File: src/hdl/cchc_pkg.sv
package cchc_pkg;

    // ------------------------------------------------------------
    // timing
    // ------------------------------------------------------------
    localparam int CLK_PERIOD_NS          = 100;
    localparam int COARSE_UNIT_NS         = 1600000;
    localparam int FINE_UNIT_NS           = 100000;
    localparam int COARSE_UNIT_CYCLES     = COARSE_UNIT_NS / CLK_PERIOD_NS;
    localparam int FINE_UNIT_CYCLES       = FINE_UNIT_NS / CLK_PERIOD_NS;
    localparam int DISCHARGE_CYCLE_US     = 100000;
    localparam int DISCHARGE_CYCLE_CYCLES = (DISCHARGE_CYCLE_US * 1000) / CLK_PERIOD_NS;
    localparam int TIMER_W                = 24;

    // ------------------------------------------------------------
    // register map and fields
    // ------------------------------------------------------------
    localparam int              ADDR_W          = 12;
    localparam logic [11:0]     HW_CTL_ADDR     = 12'h800;
    localparam int              SHORT_HI        = 15;
    localparam int              SHORT_LO        = 14;
    localparam int              PAUSE_BIT       = 12;
    localparam int              UNIT_BIT        = 11;
    localparam int              MODE_BIT        = 10;
    localparam int              DBACT_BIT       = 9;
    localparam int              ATTACH_BIT      = 8;
    localparam int              CAP_HI          = 7;
    localparam int              CAP_LO          = 6;
    localparam int              DTH_HI          = 5;
    localparam int              DTH_LO          = 3;
    localparam int              ROLE_BIT        = 2;
    localparam int              STANDALONE_BIT  = 0;
    localparam logic [1:0]      SHORT_RST       = 2'h0;
    localparam logic            PAUSE_RST       = 1'h0;
    localparam logic            UNIT_RST        = 1'h0;
    localparam logic [1:0]      CAP_NONE        = 2'h0;

    // ------------------------------------------------------------
    // encodings
    // ------------------------------------------------------------
    localparam logic [1:0]      SHORT_WAIT_CLEAR   = 2'h2;
    localparam logic [1:0]      SHORT_WAIT_OR_TIME = 2'h3;
    localparam logic [1:0]      STRAP_COMPANION    = 2'h0;
    localparam logic [1:0]      STRAP_SA_UFP       = 2'h1;
    localparam logic [1:0]      STRAP_SA_DFP       = 2'h2;
    localparam logic [1:0]      STRAP_COMP_DFP     = 2'h3;
    localparam logic [1:0]      RESP_OKAY          = 2'h0;
    localparam logic [1:0]      RESP_SLVERR        = 2'h2;

    typedef enum logic {DIS_IDLE, DIS_WAIT} cchc_dis_state_t;

endpackage

File: src/hdl/cchc_dis_if.sv
`timescale 1ns/1ps
interface cchc_dis_if;
    logic       request;
    logic       short_present;
    logic       gate_enable;
    logic [1:0] mode;
    logic       discharge_start;
    logic       waiting;

    modport ctrl (output request, output short_present, output gate_enable, output mode,
                  input discharge_start, input waiting);
    modport engine (input request, input short_present, input gate_enable, input mode,
                    output discharge_start, output waiting);
endinterface

File: src/hdl/cchc_discharge.sv
`timescale 1ns/1ps
module cchc_discharge
    import cchc_pkg::*;
#(
    parameter int CYCLE_CYCLES = DISCHARGE_CYCLE_CYCLES
) (
    input wire logic   aclk,
    input wire logic   aresetn,
    cchc_dis_if.engine dis
);

    // ------------------------------------------------------------
    // short handling sequencer
    // ------------------------------------------------------------
    cchc_dis_state_t    state_reg;
    logic [TIMER_W-1:0] timer_reg;
    logic               start_reg;
    logic               timed_out;

    assign timed_out = (timer_reg == TIMER_W'(CYCLE_CYCLES - 1));

    always_ff @(posedge aclk) begin
        if (!aresetn) begin
            state_reg <= DIS_IDLE;
            timer_reg <= '0;
            start_reg <= 1'b0;
        end else begin
            start_reg <= 1'b0;
            case (state_reg)
                DIS_IDLE: begin
                    if (dis.request) begin
                        if (!dis.gate_enable || !dis.mode[1]) begin
                            start_reg <= 1'b1;
                        end else if (!dis.short_present) begin
                            start_reg <= 1'b1;
                        end else begin
                            state_reg <= DIS_WAIT;
                            timer_reg <= '0;
                        end
                    end
                end
                DIS_WAIT: begin
                    if (!dis.short_present || !dis.mode[1] || !dis.gate_enable) begin
                        start_reg <= 1'b1;
                        state_reg <= DIS_IDLE;
                    end else if (dis.mode == SHORT_WAIT_OR_TIME && timed_out) begin
                        start_reg <= 1'b1;
                        state_reg <= DIS_IDLE;
                    end else begin
                        timer_reg <= timer_reg + TIMER_W'(1);
                    end
                end
                default: begin
                    state_reg <= DIS_IDLE;
                end
            endcase
        end
    end

    assign dis.discharge_start = start_reg;
    assign dis.waiting         = (state_reg == DIS_WAIT);

    // ------------------------------------------------------------
    // checks
    // ------------------------------------------------------------
    AST_UNCHECKED_START: assert property (@(posedge aclk) disable iff (!aresetn)
        !dis.waiting && dis.request && !dis.mode[1] |=> dis.discharge_start)
        else $error("unchecked discharge did not start at once");
    AST_HOLD_WHILE_SHORT: assert property (@(posedge aclk) disable iff (!aresetn)
        dis.waiting && dis.short_present && dis.gate_enable && dis.mode == SHORT_WAIT_CLEAR
        |=> !dis.discharge_start && dis.waiting)
        else $error("discharge started while short still present");
    AST_TIMEOUT_START: assert property (@(posedge aclk) disable iff (!aresetn)
        dis.waiting && timed_out && dis.gate_enable && dis.mode == SHORT_WAIT_OR_TIME
        |=> dis.discharge_start && !dis.waiting)
        else $error("discharge did not start at cycle time");
    COV_WAIT_THEN_START: cover property (@(posedge aclk) disable iff (!aresetn)
        dis.waiting ##1 dis.discharge_start);

endmodule

File: src/hdl/cchc_ctrl.sv
// Chosen here: the AXI4-Lite slave port.
`timescale 1ns/1ps
module cchc_ctrl
    import cchc_pkg::*;
#(
    parameter int   COARSE_CYCLES  = COARSE_UNIT_CYCLES,
    parameter int   DIS_CYCLES     = DISCHARGE_CYCLE_CYCLES,
    parameter logic HAS_CAP_PINS   = 1'b1
) (
    input  wire logic              aclk,
    input  wire logic              aresetn,
    input  wire logic [ADDR_W-1:0] s_axi_awaddr,
    input  wire logic              s_axi_awvalid,
    output logic                   s_axi_awready,
    input  wire logic [31:0]       s_axi_wdata,
    input  wire logic [3:0]        s_axi_wstrb,
    input  wire logic              s_axi_wvalid,
    output logic                   s_axi_wready,
    output logic [1:0]             s_axi_bresp,
    output logic                   s_axi_bvalid,
    input  wire logic              s_axi_bready,
    input  wire logic [ADDR_W-1:0] s_axi_araddr,
    input  wire logic              s_axi_arvalid,
    output logic                   s_axi_arready,
    output logic [31:0]            s_axi_rdata,
    output logic [1:0]             s_axi_rresp,
    output logic                   s_axi_rvalid,
    input  wire logic              s_axi_rready,
    input  wire logic              config_select_pin0,
    input  wire logic              config_select_pin1,
    input  wire logic              charge_capability_pin0,
    input  wire logic              charge_capability_pin1,
    input  wire logic              debouncer_active_flag,
    input  wire logic              sw_debounce_enable,
    input  wire logic              pd_message_detected,
    input  wire logic              partner_attached,
    input  wire logic              cc_orientation,
    input  wire logic              vconn_request,
    input  wire logic              vbus_discharge_request,
    input  wire logic              vbus_short_present,
    output logic                   debouncer_enable,
    output logic                   debouncer_pause,
    output logic                   match_debounce_tick,
    output logic [2:0]             detach_threshold_select,
    output logic                   port_role_dfp,
    output logic                   standalone_mode,
    output logic                   attach_pin,
    output logic                   orientation_pin,
    output logic                   vconn_enable,
    output logic                   vbus_discharge_start
);

    // ------------------------------------------------------------
    // helpers
    // ------------------------------------------------------------
    function automatic logic addr_hit(input logic [ADDR_W-1:0] a);
        addr_hit = (a[ADDR_W-1:2] == HW_CTL_ADDR[ADDR_W-1:2]);
    endfunction

    function automatic logic strap_dfp(input logic [1:0] sel);
        strap_dfp = (sel == STRAP_SA_DFP) || (sel == STRAP_COMP_DFP);
    endfunction

    function automatic logic strap_standalone(input logic [1:0] sel);
        strap_standalone = (sel == STRAP_SA_DFP) || (sel == STRAP_SA_UFP);
    endfunction

    // ------------------------------------------------------------
    // pin synchronisers
    // ------------------------------------------------------------
    logic [3:0] pin_meta_reg;
    logic [3:0] pin_sync_reg;
    logic [1:0] strap_sel;
    logic [1:0] cap_pins;

    always_ff @(posedge aclk) begin
        pin_meta_reg <= {charge_capability_pin1, charge_capability_pin0,
                         config_select_pin1, config_select_pin0};
        pin_sync_reg <= pin_meta_reg;
    end

    assign strap_sel = pin_sync_reg[1:0];
    assign cap_pins  = pin_sync_reg[3:2];

    // ------------------------------------------------------------
    // control register
    // ------------------------------------------------------------
    logic [1:0]  short_reg;
    logic        pause_reg;
    logic        unit_reg;
    logic [2:0]  dth_reg;
    logic        role_reg;
    logic        standalone_reg;
    logic [1:0]  cap_reg;
    logic        dbact_reg;
    logic        attach_reg;
    logic        do_write;
    logic [31:0] wd;
    logic [3:0]  ws;
    logic [31:0] read_value;

    always_ff @(posedge aclk) begin
        if (!aresetn) begin
            short_reg      <= SHORT_RST;
            pause_reg      <= PAUSE_RST;
            unit_reg       <= UNIT_RST;
            dth_reg        <= HAS_CAP_PINS ? {1'b0, cap_pins} : 3'h0;
            role_reg       <= strap_dfp(strap_sel);
            standalone_reg <= strap_standalone(strap_sel);
        end else if (do_write) begin
            if (ws[1]) begin
                short_reg <= wd[SHORT_HI:SHORT_LO];
                pause_reg <= wd[PAUSE_BIT];
                unit_reg  <= wd[UNIT_BIT];
            end
            if (ws[0]) begin
                dth_reg        <= wd[DTH_HI:DTH_LO];
                role_reg       <= wd[ROLE_BIT];
                standalone_reg <= wd[STANDALONE_BIT];
            end
        end
    end

    always_ff @(posedge aclk) begin
        if (!aresetn) begin
            cap_reg    <= CAP_NONE;
            dbact_reg  <= 1'b0;
            attach_reg <= 1'b0;
        end else begin
            cap_reg    <= HAS_CAP_PINS ? cap_pins : CAP_NONE;
            dbact_reg  <= debouncer_active_flag;
            attach_reg <= partner_attached;
        end
    end

    always_comb begin
        read_value                      = 32'h0000_0000;
        read_value[SHORT_HI:SHORT_LO]   = short_reg;
        read_value[PAUSE_BIT]           = pause_reg;
        read_value[UNIT_BIT]            = unit_reg;
        read_value[MODE_BIT]            = standalone_reg;
        read_value[DBACT_BIT]           = dbact_reg;
        read_value[ATTACH_BIT]          = attach_reg;
        read_value[CAP_HI:CAP_LO]       = cap_reg;
        read_value[DTH_HI:DTH_LO]       = dth_reg;
        read_value[ROLE_BIT]            = role_reg;
        read_value[STANDALONE_BIT]      = standalone_reg;
    end

    // ------------------------------------------------------------
    // axi4-lite write channel
    // ------------------------------------------------------------
    logic              aw_held_reg;
    logic              w_held_reg;
    logic [ADDR_W-1:0] awaddr_reg;
    logic [31:0]       wdata_reg;
    logic [3:0]        wstrb_reg;

    assign do_write = aw_held_reg && w_held_reg && !s_axi_bvalid && addr_hit(awaddr_reg);
    assign wd       = wdata_reg;
    assign ws       = {wstrb_reg[3:2], wstrb_reg[1], wstrb_reg[0]};

    always_ff @(posedge aclk) begin
        if (!aresetn) begin
            s_axi_awready <= 1'b0;
            aw_held_reg   <= 1'b0;
            awaddr_reg    <= '0;
        end else begin
            s_axi_awready <= !s_axi_awready && s_axi_awvalid && !aw_held_reg && !s_axi_bvalid;
            if (s_axi_awvalid && s_axi_awready) begin
                aw_held_reg <= 1'b1;
                awaddr_reg  <= s_axi_awaddr;
            end else if (aw_held_reg && w_held_reg && !s_axi_bvalid) begin
                aw_held_reg <= 1'b0;
            end
        end
    end

    always_ff @(posedge aclk) begin
        if (!aresetn) begin
            s_axi_wready <= 1'b0;
            w_held_reg   <= 1'b0;
            wdata_reg    <= 32'h0000_0000;
            wstrb_reg    <= 4'h0;
        end else begin
            s_axi_wready <= !s_axi_wready && s_axi_wvalid && !w_held_reg && !s_axi_bvalid;
            if (s_axi_wvalid && s_axi_wready) begin
                w_held_reg <= 1'b1;
                wdata_reg  <= s_axi_wdata;
                wstrb_reg  <= s_axi_wstrb;
            end else if (aw_held_reg && w_held_reg && !s_axi_bvalid) begin
                w_held_reg <= 1'b0;
            end
        end
    end

    always_ff @(posedge aclk) begin
        if (!aresetn) begin
            s_axi_bvalid <= 1'b0;
            s_axi_bresp  <= RESP_OKAY;
        end else if (aw_held_reg && w_held_reg && !s_axi_bvalid) begin
            s_axi_bvalid <= 1'b1;
            s_axi_bresp  <= addr_hit(awaddr_reg) ? RESP_OKAY : RESP_SLVERR;
        end else if (s_axi_bready) begin
            s_axi_bvalid <= 1'b0;
        end
    end

    // ------------------------------------------------------------
    // axi4-lite read channel
    // ------------------------------------------------------------
    always_ff @(posedge aclk) begin
        if (!aresetn) begin
            s_axi_arready <= 1'b0;
            s_axi_rvalid  <= 1'b0;
            s_axi_rdata   <= 32'h0000_0000;
            s_axi_rresp   <= RESP_OKAY;
        end else begin
            s_axi_arready <= !s_axi_arready && s_axi_arvalid && !s_axi_rvalid;
            if (s_axi_arvalid && s_axi_arready) begin
                s_axi_rvalid <= 1'b1;
                s_axi_rdata  <= addr_hit(s_axi_araddr) ? read_value : 32'h0000_0000;
                s_axi_rresp  <= addr_hit(s_axi_araddr) ? RESP_OKAY : RESP_SLVERR;
            end else if (s_axi_rready) begin
                s_axi_rvalid <= 1'b0;
            end
        end
    end

    // ------------------------------------------------------------
    // match debounce time base
    // ------------------------------------------------------------
    logic [TIMER_W-1:0] tick_cnt_reg;
    logic [TIMER_W-1:0] tick_limit;

    assign tick_limit = unit_reg ? TIMER_W'(FINE_UNIT_CYCLES - 1) : TIMER_W'(COARSE_CYCLES - 1);

    always_ff @(posedge aclk) begin
        if (!aresetn) begin
            tick_cnt_reg        <= '0;
            match_debounce_tick <= 1'b0;
        end else if (tick_cnt_reg >= tick_limit) begin
            tick_cnt_reg        <= '0;
            match_debounce_tick <= 1'b1;
        end else begin
            tick_cnt_reg        <= tick_cnt_reg + TIMER_W'(1);
            match_debounce_tick <= 1'b0;
        end
    end

    // ------------------------------------------------------------
    // standalone and debouncer outputs
    // ------------------------------------------------------------
    always_ff @(posedge aclk) begin
        if (!aresetn) begin
            debouncer_enable        <= 1'b0;
            debouncer_pause         <= 1'b0;
            detach_threshold_select <= 3'h0;
            port_role_dfp           <= 1'b0;
            standalone_mode         <= 1'b0;
            attach_pin              <= 1'b0;
            orientation_pin         <= 1'b0;
            vconn_enable            <= 1'b0;
        end else begin
            debouncer_enable        <= standalone_reg || sw_debounce_enable;
            debouncer_pause         <= pause_reg && pd_message_detected;
            detach_threshold_select <= dth_reg;
            port_role_dfp           <= role_reg;
            standalone_mode         <= standalone_reg;
            attach_pin              <= standalone_reg && partner_attached;
            orientation_pin         <= standalone_reg && partner_attached && cc_orientation;
            vconn_enable            <= standalone_reg && partner_attached && vconn_request;
        end
    end

    // ------------------------------------------------------------
    // vbus discharge sequencing
    // ------------------------------------------------------------
    cchc_dis_if dis_bus ();

    assign dis_bus.request       = vbus_discharge_request;
    assign dis_bus.short_present = vbus_short_present;
    assign dis_bus.gate_enable   = standalone_reg && role_reg;
    assign dis_bus.mode          = short_reg;

    cchc_discharge #(
        .CYCLE_CYCLES (DIS_CYCLES)
    ) u_discharge (
        .aclk    (aclk),
        .aresetn (aresetn),
        .dis     (dis_bus.engine)
    );

    always_ff @(posedge aclk) begin
        if (!aresetn) begin
            vbus_discharge_start <= 1'b0;
        end else begin
            vbus_discharge_start <= dis_bus.discharge_start;
        end
    end

    // ------------------------------------------------------------
    // checks
    // ------------------------------------------------------------
    AST_PAUSE_ON_MSG: assert property (@(posedge aclk) disable iff (!aresetn)
        pause_reg && pd_message_detected |=> debouncer_pause)
        else $error("debouncer not paused on message");
    AST_NO_PAUSE: assert property (@(posedge aclk) disable iff (!aresetn)
        !pause_reg |=> !debouncer_pause)
        else $error("debouncer paused with pause bit clear");
    AST_FINE_UNIT: assert property (@(posedge aclk) disable iff (!aresetn)
        match_debounce_tick && $past(unit_reg) && $past(unit_reg, 2) && $past(match_debounce_tick) == 1'b0
        |-> $past(tick_cnt_reg) == TIMER_W'(FINE_UNIT_CYCLES - 1))
        else $error("fine unit tick spacing wrong");
    AST_COARSE_UNIT: assert property (@(posedge aclk) disable iff (!aresetn)
        match_debounce_tick && !$past(unit_reg) && !$past(unit_reg, 2)
        |-> $past(tick_cnt_reg) == TIMER_W'(COARSE_CYCLES - 1))
        else $error("coarse unit tick spacing wrong");
    AST_MODE_READ: assert property (@(posedge aclk) disable iff (!aresetn)
        s_axi_arvalid && s_axi_arready && addr_hit(s_axi_araddr)
        |=> s_axi_rvalid && s_axi_rdata[MODE_BIT] == $past(standalone_reg)
            && s_axi_rdata[ROLE_BIT] == $past(role_reg))
        else $error("mode or role read back wrong");
    AST_RESERVED_ZERO: assert property (@(posedge aclk) disable iff (!aresetn)
        s_axi_rvalid |-> s_axi_rdata[31:16] == 16'h0000 && !s_axi_rdata[13] && !s_axi_rdata[1])
        else $error("reserved bits not zero");
    AST_COMPANION_QUIET: assert property (@(posedge aclk) disable iff (!aresetn)
        !standalone_reg |=> !attach_pin && !vconn_enable && !orientation_pin)
        else $error("standalone pins active in companion mode");
    AST_DEBOUNCE_ON: assert property (@(posedge aclk) disable iff (!aresetn)
        standalone_reg |=> debouncer_enable)
        else $error("debouncer not enabled in standalone mode");
    AST_BRESP_STABLE: assert property (@(posedge aclk) disable iff (!aresetn)
        s_axi_bvalid && !s_axi_bready |=> s_axi_bvalid && $stable(s_axi_bresp))
        else $error("write response dropped before ready");
    COV_WRITE: cover property (@(posedge aclk) disable iff (!aresetn) do_write ##[1:4] s_axi_bvalid);
    COV_READ: cover property (@(posedge aclk) disable iff (!aresetn) s_axi_rvalid && s_axi_rready);
    COV_PAUSE: cover property (@(posedge aclk) disable iff (!aresetn) debouncer_pause);

endmodule

File: config.mk
export PLATFORM = sky130hd
export DESIGN_NAME = cchc_ctrl
export DESIGN_NICKNAME = d
export VERILOG_FILES = /design/src/hdl/cchc_pkg.sv /design/src/hdl/cchc_dis_if.sv /design/src/hdl/cchc_discharge.sv /design/src/hdl/cchc_ctrl.sv
export SDC_FILE = /design/constraint.sdc
export NUM_CORES = 1
export LEC_CHECK = 0
export ABC_AREA = 0
export BUFFER_PORTS_ARGS = -buffer_cell sky130_fd_sc_hd__buf_2
export CORE_ASPECT_RATIO = 0.9
export CORE_MARGIN = 3
export CORE_UTILIZATION = 52
export DETAILED_ROUTE_END_ITERATION = 8
export PLACE_DENSITY = 0.9
export SYNTH_ARGS = -nofsm -noshare
export SYNTH_HDL_FRONTEND = slang
export SYNTH_SLANG_ARGS = --single-unit
File: constraint.sdc
create_clock -name aclk -period 2.25 [get_ports aclk]
set_input_delay 0.225 -clock aclk [delete_from_list [all_inputs] [get_ports aclk]]
set_output_delay 0.225 -clock aclk [all_outputs]
set_load 0.03 [all_outputs]
# Word level (Yosys, flattened, before mapping)
# Index checks and enable logic that the tools add are counted.
classes:
  n_shift: 0
  n_mux: 39
  addsub: 2
  n_lt_le_gt_ge: 1
  div: 0
  n_mul: 0
  bitwise: 2
  reduce_logical: 45
  n_eq_ne: 14
op_table:
  columns: ["cell", "n"]
  rows:
  - ["$mux W24", 5]
  - ["$add A24 B1 Y24 const B", 2]
  - ["$pmux W24 S2", 1]
  - ["$eq A24 B20 Y1 const B", 1]
  - ["$ge A24 B14 Y1", 1]
  - ["$mux W1", 24]
  - ["$eq A10 B10 Y1 const B", 2]
  - ["$logic_and A1 B1 Y1", 20]
  - ["$mux W16", 1]
  - ["$mux W14", 1]
  - ["$logic_not A1 Y1", 10]
  - ["$mux W2", 5]
  - ["$ne A2 B2 Y1 const B", 5]
  - ["$reduce_bool A2 Y1", 4]
  - ["$eq A2 B2 Y1 const B", 3]
  - ["$logic_or A1 B1 Y1", 6]
  - ["$reduce_and A2 Y1", 3]
  - ["$reduce_and A5 Y1", 1]
  - ["$ne A2 B1 Y1 const B", 2]
  - ["$pmux W1 S2", 2]
  - ["$eq A2 B1 Y1 const B", 1]
  - ["$not A1 Y1", 2]
  - ["$reduce_or A2 Y1", 1]
word_totals:
  memories: 0
  latchBits: 0
  ram_bits: 0
  output_inout_bits: 53
  input_bits: 79
  regBits: 156
  rom_bits: 0

# Depth between registers and ports, before layout
# Gate-level depths: netlist (run 1).
logic_depth:
  depth_word: 6
  depth_mapped: 8
  ltp_nobuf: 7

# Modules after synthesis
# Synthesis (run 1) repeated with hierarchy kept, for this count alone.
hier_totals:
  cells_unflattened: 569
  hier_area_um2: 5253.8
modules_own_cells:
  columns: ["module", "instances", "cells_each", "seq_area_each_um2", "area_per_inst_um2"]
  rows:
  - ["cchc_ctrl", 1, 380, 2042.0, 3763.6]
  - ["cchc_discharge", 1, 189, 520.5, 1490.2]

# Least setup slack after synthesis (run 1)
# Ideal clock, no wire load.
synth_path:
  path_type: "register to register"
  startpoint: "register unit_reg"
  endpoint: "register tick_cnt_reg[10]"
  setup_slack_ps: 327
  path_buffers: 1
  arrival_time_ps: 1845
  path_stages_with_launch: 8
  t_required_ps: 2172
  cell_sequence: "dfxtp_1 ha_1 a31o_2 a21oi_1 o21bai_1 a211o_1 clkbuf_1 nor3_1"
synth_between:
  elab_chain_cells: 3
synth_lines:
  columns: ["item", "line", "source"]
  rows:
  - ["start, declared", "cchc_ctrl.sv:90", "logic unit_reg;"]
  - ["start signal, assigned", "cchc_ctrl.sv:114", "unit_reg <= wd[UNIT_BIT];"]
  - ["$mux W14", "cchc_ctrl.sv:236", "assign tick_limit = unit_reg ? TIMER_W'(FINE_UNIT_CYCLES - 1) : TIMER_W'(COARSE_CYCLES - 1);"]
  - ["$ge A24 B14 Y1", "cchc_ctrl.sv:242", "end else if (tick_cnt_reg >= tick_limit) begin"]
  - ["$reduce_or A2 Y1 (no line)", null, null]
  - ["end signal, assigned", "cchc_ctrl.sv:246", "tick_cnt_reg <= tick_cnt_reg + TIMER_W'(1);"]
  - ["end, declared", "cchc_ctrl.sv:233", "logic [TIMER_W-1:0] tick_cnt_reg;"]
# No other way between the ends.
# A chain may end at the register's enable or synchronous reset.

# Worst setup path in the final report (run 1)
layout_path:
  startpoint: "register unit_reg"
  endpoint: "register tick_cnt_reg[14]"
# The elaborated chain is that of the path after synthesis.

==> results of run 1 <==
-- timing repair --
item                      CTS  global route
resized for setup           0             0
hold buffers               36             0
hold endpoints to repair   36             0
-- kinds of logic (layout without fill, tap and decap cells) --
| kind of cell | Yosys count | in the layout |
|---|---|---|
| compound gates | 106 | 106 |
| xor+xnor | 14 | 14 |
| fa+ha+maj | 10 | 10 |
| buf+inv | 53 | 171 |
| flops | 126 | 126 |
| mux | 8 | 8 |
| other cells | 1 | 31 |
| simple gates | 246 | 246 |
-- stage by stage --
| step | cell area, sq um | util |
|---|---|---|
| after global placement | 5590 | 0.602 |
| after CTS | 6540 | 0.704 |
| after floorplan | 5160 | - |
| after detailed placement | 5590 | 0.602 |
| final | 6550 | 0.705 |
| after global routing | 6550 | 0.705 |
-- synth_stat cells, types with 7 or more instances --
cell,number,area [sq um]
nor4_1,8,50.1
buf_4,21,158
nor2_1,39,146
xor2_1,7,61.3
a31oi_1,15,93.8
and2_1,17,106
nand3_1,23,115
nor3_1,26,130
a21oi_1,42,210
and3_1,12,75.1
a22oi_1,13,97.6
clkbuf_1,21,78.8
xnor2_1,7,61.3
nand4_1,12,75.1
inv_1,7,26.3
o21ai_0,19,95.1
nand2_1,79,297
ha_1,10,125
dfxtp_1,122,2440
-- worst max-delay path by stage --
| stage | slack (ns) | start | to | cells past startpoint |
|---|---|---|---|---|
| final | 0.20 | unit_reg | tick_cnt_reg[14] | 7 |
| after global routing | 0.05 | unit_reg | tick_cnt_reg[9] | 7 |
| after CTS | 0.20 | tick_cnt_reg[3] | tick_cnt_reg[14] | 6 |
| after detailed placement | 0.25 | tick_cnt_reg[3] | match_debounce_tick | 6 |
| after global placement | 0.31 | unit_reg | match_debounce_tick | 6 |
| after floorplan | 0.33 | unit_reg | tick_cnt_reg[10] | 7 |
-- critical path, stage by stage, from the launching register on --
cell,delay [ns]
dfxtp_1,0.43
inv_1,0.11
ha_1,0.21
a31o_2,0.25
a21oi_1,0.15
nor4_1,0.06
a211o_1,0.48
nor3_1,0.27
-- final cells by class --
class | instances | share of cell area
repair buffers | 132 | 0.136
flip-flops and latches | 126 | 0.391
multi-input cells | 413 | 0.354
diodes | 2 | 0.000764
well taps | 122 | 0.0233
clock buffers | 18 | 0.0654
clock inverters | 14 | 0.0252
inverters | 7 | 0.00401
-- metal layers --
metal / up-vias / track usage / part of all wire
met5: - / 0 / 0
met3: 60 / 0.0662 / 0.087
met1: 2255 / 0.303 / 0.39
li1: 2220 / - / -
met2: 295 / 0.438 / 0.48
met4: 0 / 0.135 / 0.038
-- where the power goes --
| part | internal [mW] | total [mW] | switching (mW) |
|---|---|---|---|
| clock network | 1.72 | 2.73 | 1.01 |
| registers | 2.30 | 2.33 | 0.0332 |
| logic | 0.119 | 0.297 | 0.178 |
| total | 4.13 | 5.36 | 1.22 |
==> metrics.md, run 1 <==
| Metric | Value |
|---|---|
| Hold EP | u_discharge.timer_reg[4] |
| CTS max path bufs | 2 |
| Initial antenna violation count | 2 |
| Worst rel slew slack | 0.647 |
| Maximum vdd drop | 0.533 mV |
| Layout cells sized above 1 | 0.199 |
| Register Area | 2560 sq um |
| CTS buffer count | 17 |
| Setup Skew | 0.0103 ns |
| # H-tree levels | 4 |
| Overall Power | 5.36 mW |
| PortBufs | 82 |
| Placed Cells | 764 |
| Die height | 99.6 um |
| Post-Route WL | 13800 um |
| Initial Util | 0.545 |
| Main combinational cell family by area after synthesis | simple AND/OR/NAND/NOR gates |
| Worst setup EP type | flip-flop |
| Final period util | 0.912 |
| Max-cap viol count | 0 |
| IO Pins | 132 |
| Fillers | 665 |
| Die area | 10900 sq um |
| Setup tns final | 0 ns |
| Worst hold margin | 0.102 ns |
| Setup crit start kind | flip-flop |
| # clock sinks | 126 |
| Post-Synth Simple-Gate Area | 0.246 |
| Synth Warn # | 0 |
| Hold WC Path Type | in2reg |
| Synth-to-Final Area Change | 29.4% |
| Dpl hpwl | 8760 um |
| HP Start | aresetn |
| R2r setup slk | 0.20 ns |
| Largest net degree at the start of global routing | 45 |
| Drt wl/cell | 16.6 um |
| GRT Total Usage | 0.260 |
| Cell variety after synth | 54 |
| Final worst path period need | 2.05 ns |
| Hold Crit Depth | 3 |
| Postcts setup bufs | 0 |
| Pwr Density | 818 nW/um^2 |
| DRT antenna net count | 0 |
| Fmax | 487 MHz |
| Synth Flop Type | dfxtp_1 |
| Area of the multi-input gates | 2320 sq um |
| Placer congestion estimate | 0.928 |
| Most common cell after layout, fill and taps aside | dfxtp_1 |
| Vias in the first global route | 4758 |
| Synthesized flop and latch total | 126 |
| Clk slew on worst S/H paths | 0.06 ns |
| Mapped Cells | 564 |
| Worst R2R End | tick_cnt_reg[14] |
| Synthesized area per cell | 8.97 sq um |
| Final Hold Viols | 0 |
| Number of remaining DRC errors | 0 |
| CP Max Fanout | 16 |
| CTS tree | done |
| DRT iter0 DRCs | 463 |
| Post-synthesis compound-gate area fraction | 0.126 |
| Pre-CTS worst setup slack | 0.249 ns |
| Slew Limit Fails | 0 |
| Ys async rst share | 0 |
| Post-route setup slack | 0.197 ns |
| Root Buffer | clkbuf_8 |
| Endpoints failing setup | 0 |
| GRT Residual Overflow | 0 |
| Post-synthesis mux area share | 0.0166 |
| RSZ-0062 raised after global routing | no |
| R2r startpoint | unit_reg |
| # rows | 33 |
| Post-Synth Adder-Cell Area | 0.0247 |
| TritonRoute pass-1 iters | 5 |
| Vias | 4830 |
| Synth Area in XOR/XNOR | 0.0242 |
| Syn Std Cell Area | 5060 sq um |
| Leak | 2.68 nW |
| Nets@finish | 786 |
| Via density | 5.79 |
| Layout Cells excl Fill | 834 |
| Critical Path AT | 2.48 ns |
| Status | finished clean |
| Die W | 110 um |
| Worst Tran Pin Value | 0.529 ns |
| Reg2reg path depth | 7 |
| Worst EP required | 2.68 ns |
| Worst skew pair latency | 0.52 ns |
| Most frequent cells in the layout | dfxtp_1, buf_2, nand2_1 |
| Core area | 9290 sq um |
| Post-synthesis sequential area ratio | 0.507 |
| Global-route wire length before repair | 22200 um |
| CP Class | reg2reg |
| Number of flops mapped to enable cells by yosys | 4 |
No activity file was read; power rests on OpenSTA's default activity.
==> inputs of run 2 (changes only) <==
--- a/config.mk
+++ b/config.mk
@@ -7,8 +7,8 @@
 export LEC_CHECK = 0
 export ABC_AREA = 0
 export BUFFER_PORTS_ARGS = -buffer_cell sky130_fd_sc_hd__buf_2
-export CORE_ASPECT_RATIO = 0.9
-export CORE_MARGIN = 3
+export CORE_ASPECT_RATIO = 1.2
+export CORE_MARGIN = 10
 export CORE_UTILIZATION = 52
 export DETAILED_ROUTE_END_ITERATION = 8
 export PLACE_DENSITY = 0.9
==> run 2 against run 1 <==
  * Global-route usage is 6.2 points lower
  * Clock skew fell by 0.0021 ns
  * Count of clock-buffer cells in the layout is 3 higher
  * Register-to-register slack worse by 0.10 ns
  * Routed wire length grew 0.54%
  * Die area rose by 29%
  * Final cell count down 3.5%
  * Fmax down 4.8%
  * Via count decreased by 3.4%
  * Critical path depth down 1
  * Highest routed layer unchanged
==> metrics.md, run 2 (synthesis gave the netlist of run 1 again) <==
| Metric | Value |
|---|---|
| Die area | 14100 sq um |
| Setup Skew | 0.00820 ns |
| Crit. Startpoint | unit_reg |
| Hold WC Path Type | in2reg |
| Maximum vdd drop | 0.582 mV |
| GRT Total Usage | 0.198 |
| Final Util | 0.656 |
| # clock sinks | 126 |
| Worst setup EP type | flip-flop |
| Leak | 2.56 nW |
| Most frequent cells in the layout | dfxtp_1, buf_2, nand2_1 |
| Overall Power | 5.26 mW |
| Via density | 5.80 |
| Worst EP required | 2.57 ns |
| Dpl hpwl | 9060 um |
| Vias | 4665 |
| Initial Util | 0.532 |
| Endpoints failing setup | 0 |
| Fmax | 464 MHz |
| Pwr Density | 843 nW/um^2 |
| # H-tree levels | 4 |
| Number of remaining DRC errors | 0 |
| Nets@finish | 757 |
| CP Class | reg2reg |
| Placed Cells | 768 |
| CTS max path bufs | 2 |
| Postcts setup bufs | 0 |
| PortBufs | 82 |
| Fin area | 6240 sq um |
| Setup tns final | 0 ns |
| Initial antenna violation count | 1 |
| Setup crit start kind | flip-flop |
| Core area | 9520 sq um |
| R2r startpoint | unit_reg |
| Layout Cells excl Fill | 805 |
| DRT iter0 DRCs | 478 |
| Post-Route WL | 13900 um |
| Root Buffer | clkbuf_16 |
| Status | finished clean |
| CTS buffer count | 17 |
| Drt wl/cell | 17.3 um |
| Layout cells sized above 1 | 0.211 |
| Final worst path period need | 2.16 ns |
| GRT Residual Overflow | 0 |
| TritonRoute pass-1 iters | 6 |
| Worst Tran Pin Value | 0.607 ns |
| Worst skew pair latency | 0.41 ns |
| Largest net degree at the start of global routing | 33 |
| Synth-to-Final Area Change | 23.4% |
| Post-CTS resize count | 0 |
| Max-cap viol count | 0 |
| Clk slew on worst S/H paths | 0.06 ns |
| Critical Path AT | 2.47 ns |
| # rows | 39 |
| Most common cell after layout, fill and taps aside | dfxtp_1 |
| DRT antenna net count | 0 |
| IO Pins | 132 |
| CTS tree | done |
| Slew Limit Fails | 0 |
| Global-route wire length before repair | 22300 um |
| Vias in the first global route | 4682 |
| RSZ-0062 raised after global routing | no |
| Final Hold Viols | 0 |
| Die height | 128 um |
| Placer congestion estimate | 0.879 |
| Fillers | 718 |
| Worst rel slew slack | 0.595 |
| HP Start | debouncer_active_flag |
| CP Max Fanout | 16 |
| Post-DP Area | 5610 sq um |
| Die W | 110 um |
| Final period util | 0.958 |
## run 2: worst paths after layout
path	endpoint	slack (ns)	cells past startpoint
worst min register to register	pin_sync_reg[0]	0.32	0
worst max-delay path	tick_cnt_reg[13]	0.09	6
worst max register to register	tick_cnt_reg[13]	0.09	6
worst min-delay path	dbact_reg	0.02	2
## run 2: layer usage
| layer | global-route usage | routed length (um) | up-vias |
|---|---|---|---|
| li1 | - | - | 2162 |
| met1 | 0.212 | 5310 | 2207 |
| met2 | 0.341 | 6910 | 244 |
| met3 | 0.0578 | 1290 | 52 |
| met4 | 0.107 | 397 | 0 |
| met5 | 0 | 0 | - |
## run 2: critical path, stage by stage, from the launching register on
cell	delay, ns
dfxtp_1	0.46
ha_1	0.29
a31o_2	0.25
a21oi_1	0.15
o21bai_1	0.10
a211o_1	0.51
nor3_1	0.29
## run 2: cell type report
type,count,area [sq um],share of cell area
Multi-Input combinational cell,413,2320,0.372
Clock buffer,21,480,0.0770
Timing Repair Buffer,103,591,0.0946
Sequential cell,126,2560,0.411
Tap cell,123,154,0.0247
Antenna cell,1,2.50,0.000401
Inverter,7,26.3,0.00421
Clock inverter,11,105,0.0168
## run 2: through the flow
step	setup slack, ns	hold slack [ns]
after global routing	0.0282	0.0227
after CTS	0.169	0.00743
final	0.0943	0.0233
after detailed placement	0.218	0.314
after global placement	0.270	0.312
after floorplan	0.327	0.253
## run 2: repair_timing
item / CTS / global route
hold endpoints to repair: 4 / 0
endpoints found under the setup margin: 0 / 0
hold buffers: 4 / 0
## run 2: where the power goes
group | total, mW | switching, mW | internal, mW | leakage [nW]
registers | 2.33 | 0.0292 | 2.30 | 1.04
logic | 0.253 | 0.171 | 0.0822 | 1.24
clock network | 2.68 | 1.04 | 1.65 | 0.290
==> inputs of run 3 (changes only) <==
==> constraint.sdc (replaced) <==
create_clock -name aclk -period 2.3 [get_ports aclk]
set_input_delay 0.23 -clock aclk [delete_from_list [all_inputs] [get_ports aclk]]
set_output_delay 0.23 -clock aclk [all_outputs]
set_load 0.03 [all_outputs]
==> run 3 against run 2 <==
  * Critical path depth rose by 1
  * Non-clock buffer count fell by 2
  * Register-to-register slack improved by 0.10 ns
  * Sequential power fell by 2%
  * Clock skew fell by 0.00086 ns
  * Die area did not move
  * Combinational power fell by 2%
==> metrics.md, run 3 (synthesis gave the netlist of run 1 again) <==
| Metric | Value |
|---|---|
| Status | finished clean |
| Drt wl/cell | 16.2 um |
| Slowest CP cell | a211o_1 |
| Layout cells sized above 1 | 0.204 |
| GRT Total Usage | 0.183 |
| Worst skew pair latency | 0.41 ns |
| CP Class | reg2reg |
| Vias | 4560 |
| R2r setup slk | 0.20 ns |
| CP peak stage delay | 0.47 ns |
| Worst EP required | 2.61 ns |
| CP Cell Sequence | inv_1 > ha_1 > a31o_2 > a21oi_1 > nor4_1 > a211o_1 > nor3_1 |
| PortBufs | 82 |
| Pre-CTS worst setup slack | 0.279 ns |
| # H-tree levels | 4 |
| CTS buffer count | 17 |
| Via density | 5.69 |
| Global-route wire length before repair | 20900 um |
| # clock sinks | 126 |
| Synth-to-Final Area Change | 23.0% |
| DRT antenna net count | 0 |
| Die height | 128 um |
| Core area | 9520 sq um |
| Placer congestion estimate | 0.883 |
| CP Max Fanout | 16 |
| Clk slew on worst S/H paths | 0.06 ns |
| Hold WC Path Type | in2reg |
| Most frequent cells in the layout | dfxtp_1, buf_2, nand2_1 |
| RSZ-0062 raised after global routing | no |
| Fillers | 743 |
| Setup Skew | 0.00734 ns |
| Largest net degree at the start of global routing | 46 |
| Vias in the first global route | 4472 |
| Final period util | 0.915 |
| Post-CTS resize count | 0 |
| Leak | 2.55 nW |
| Die area | 14100 sq um |
| Slew Limit Fails | 0 |
| Worst Tran Pin Value | 0.543 ns |
| Maximum vdd drop | 0.505 mV |
| ANT cells | 0 |
| Worst rel slew slack | 0.635 |
| IO Pins | 132 |
| TritonRoute pass-1 iters | 7 |
| Critical Path AT | 2.41 ns |
| Reg2reg path depth | 7 |
| Setup crit start kind | flip-flop |
| Final worst path period need | 2.10 ns |
| Setup tns final | 0 ns |
| Hold Crit Depth | 2 |
| Root Buffer | clkbuf_16 |
| # rows | 39 |
| Max-cap viol count | 0 |
| Initial antenna violation count | 0 |
| GRT Residual Overflow | 0 |
| Worst setup EP type | flip-flop |
| CTS max path bufs | 2 |
| Pwr Density | 826 nW/um^2 |
| Initial Util | 0.532 |
| Die W | 110 um |
| Nets@finish | 755 |
| Postcts setup bufs | 0 |
| Most common cell after layout, fill and taps aside | dfxtp_1 |
| Post-Route WL | 13000 um |
| Fmax | 475 MHz |
| Number of remaining DRC errors | 0 |
| DRT iter0 DRCs | 367 |
| Endpoints failing setup | 0 |
| CTS tree | done |
| Dpl hpwl | 9020 um |
| Post-route setup slack | 0.196 ns |
| Final Hold Viols | 0 |
## run 3: cell types whose count changed in the layout (fill, tap and decap cells not counted), sizes merged
cell	before	now
buf	99	97
clkbuf	21	23
clkinv	6	4
inv	10	8
bufinv	1	2
diode	1	0
## run 3: stage by stage
stage / utilization / instances / instance area, sq um / hold slack, ns / power, mW
2_1_floorplan: - / 592 / 5160 / 0.258 / 2.49
3_3_place_gp: 0.588 / 766 / 5600 / 0.312 / 2.55
3_5_place_dp: 0.588 / 766 / 5600 / 0.314 / 2.56
4_1_cts: 0.654 / 801 / 6220 / 0.0151 / 5.16
5_1_grt: 0.654 / 801 / 6220 / 0.0194 / 5.29
6_report: 0.654 / 801 / 6220 / 0.0244 / 5.14
## run 3: repair_timing
action | in CTS | in global routing
endpoints found under the hold margin | 4 | 0
hold buffers | 4 | 0
endpoints found under the setup margin | 0 | 0
## run 3: path summary, 6_finish.rpt
| kind | to | from |
|---|---|---|
| min | vconn_enable | vconn_request |
| max | tick_cnt_reg[10] | unit_reg |
| min reg2reg | pin_sync_reg[0] | pin_meta_reg[0] |
| max reg2reg | tick_cnt_reg[10] | unit_reg |
## run 3: report_power, final
group / leakage [nW] / switching (mW) / internal, mW / total, mW
logic: 1.23 / 0.166 / 0.0806 / 0.247
clock network: 0.284 / 0.936 / 1.68 / 2.62
registers: 1.04 / 0.0265 / 2.25 / 2.28
## run 3: final cells by class
| class | instances | area [sq um] | area share |
|---|---|---|---|
| tap | 123 | 154 | 0.0247 |
| sequential | 126 | 2560 | 0.412 |
| timing repair buffer | 101 | 576 | 0.0925 |
| clock inverter | 8 | 108 | 0.0173 |
| multi-input combinational | 413 | 2320 | 0.373 |
| inverter | 7 | 26.3 | 0.00422 |
| clock buffer | 23 | 478 | 0.0768 |
## run 3: worst max-delay path, delay by kind of cell (launching register included)
family	cells	cell delay [ns]
AO/OA/AOI/OAI	3	0.88
flip-flops	1	0.43
AND/OR/NAND/NOR	2	0.38
adder cells (fa/ha/maj)	1	0.21
buffers and inverters	1	0.10
## run 3: layer usage
layer,vias to the layer above,global-route usage,part of all wire
li1,2160,-,-
met5,-,0,0
met1,2134,0.204,0.38
met2,232,0.305,0.50
met3,34,0.0498,0.093
met4,0,0.102,0.027
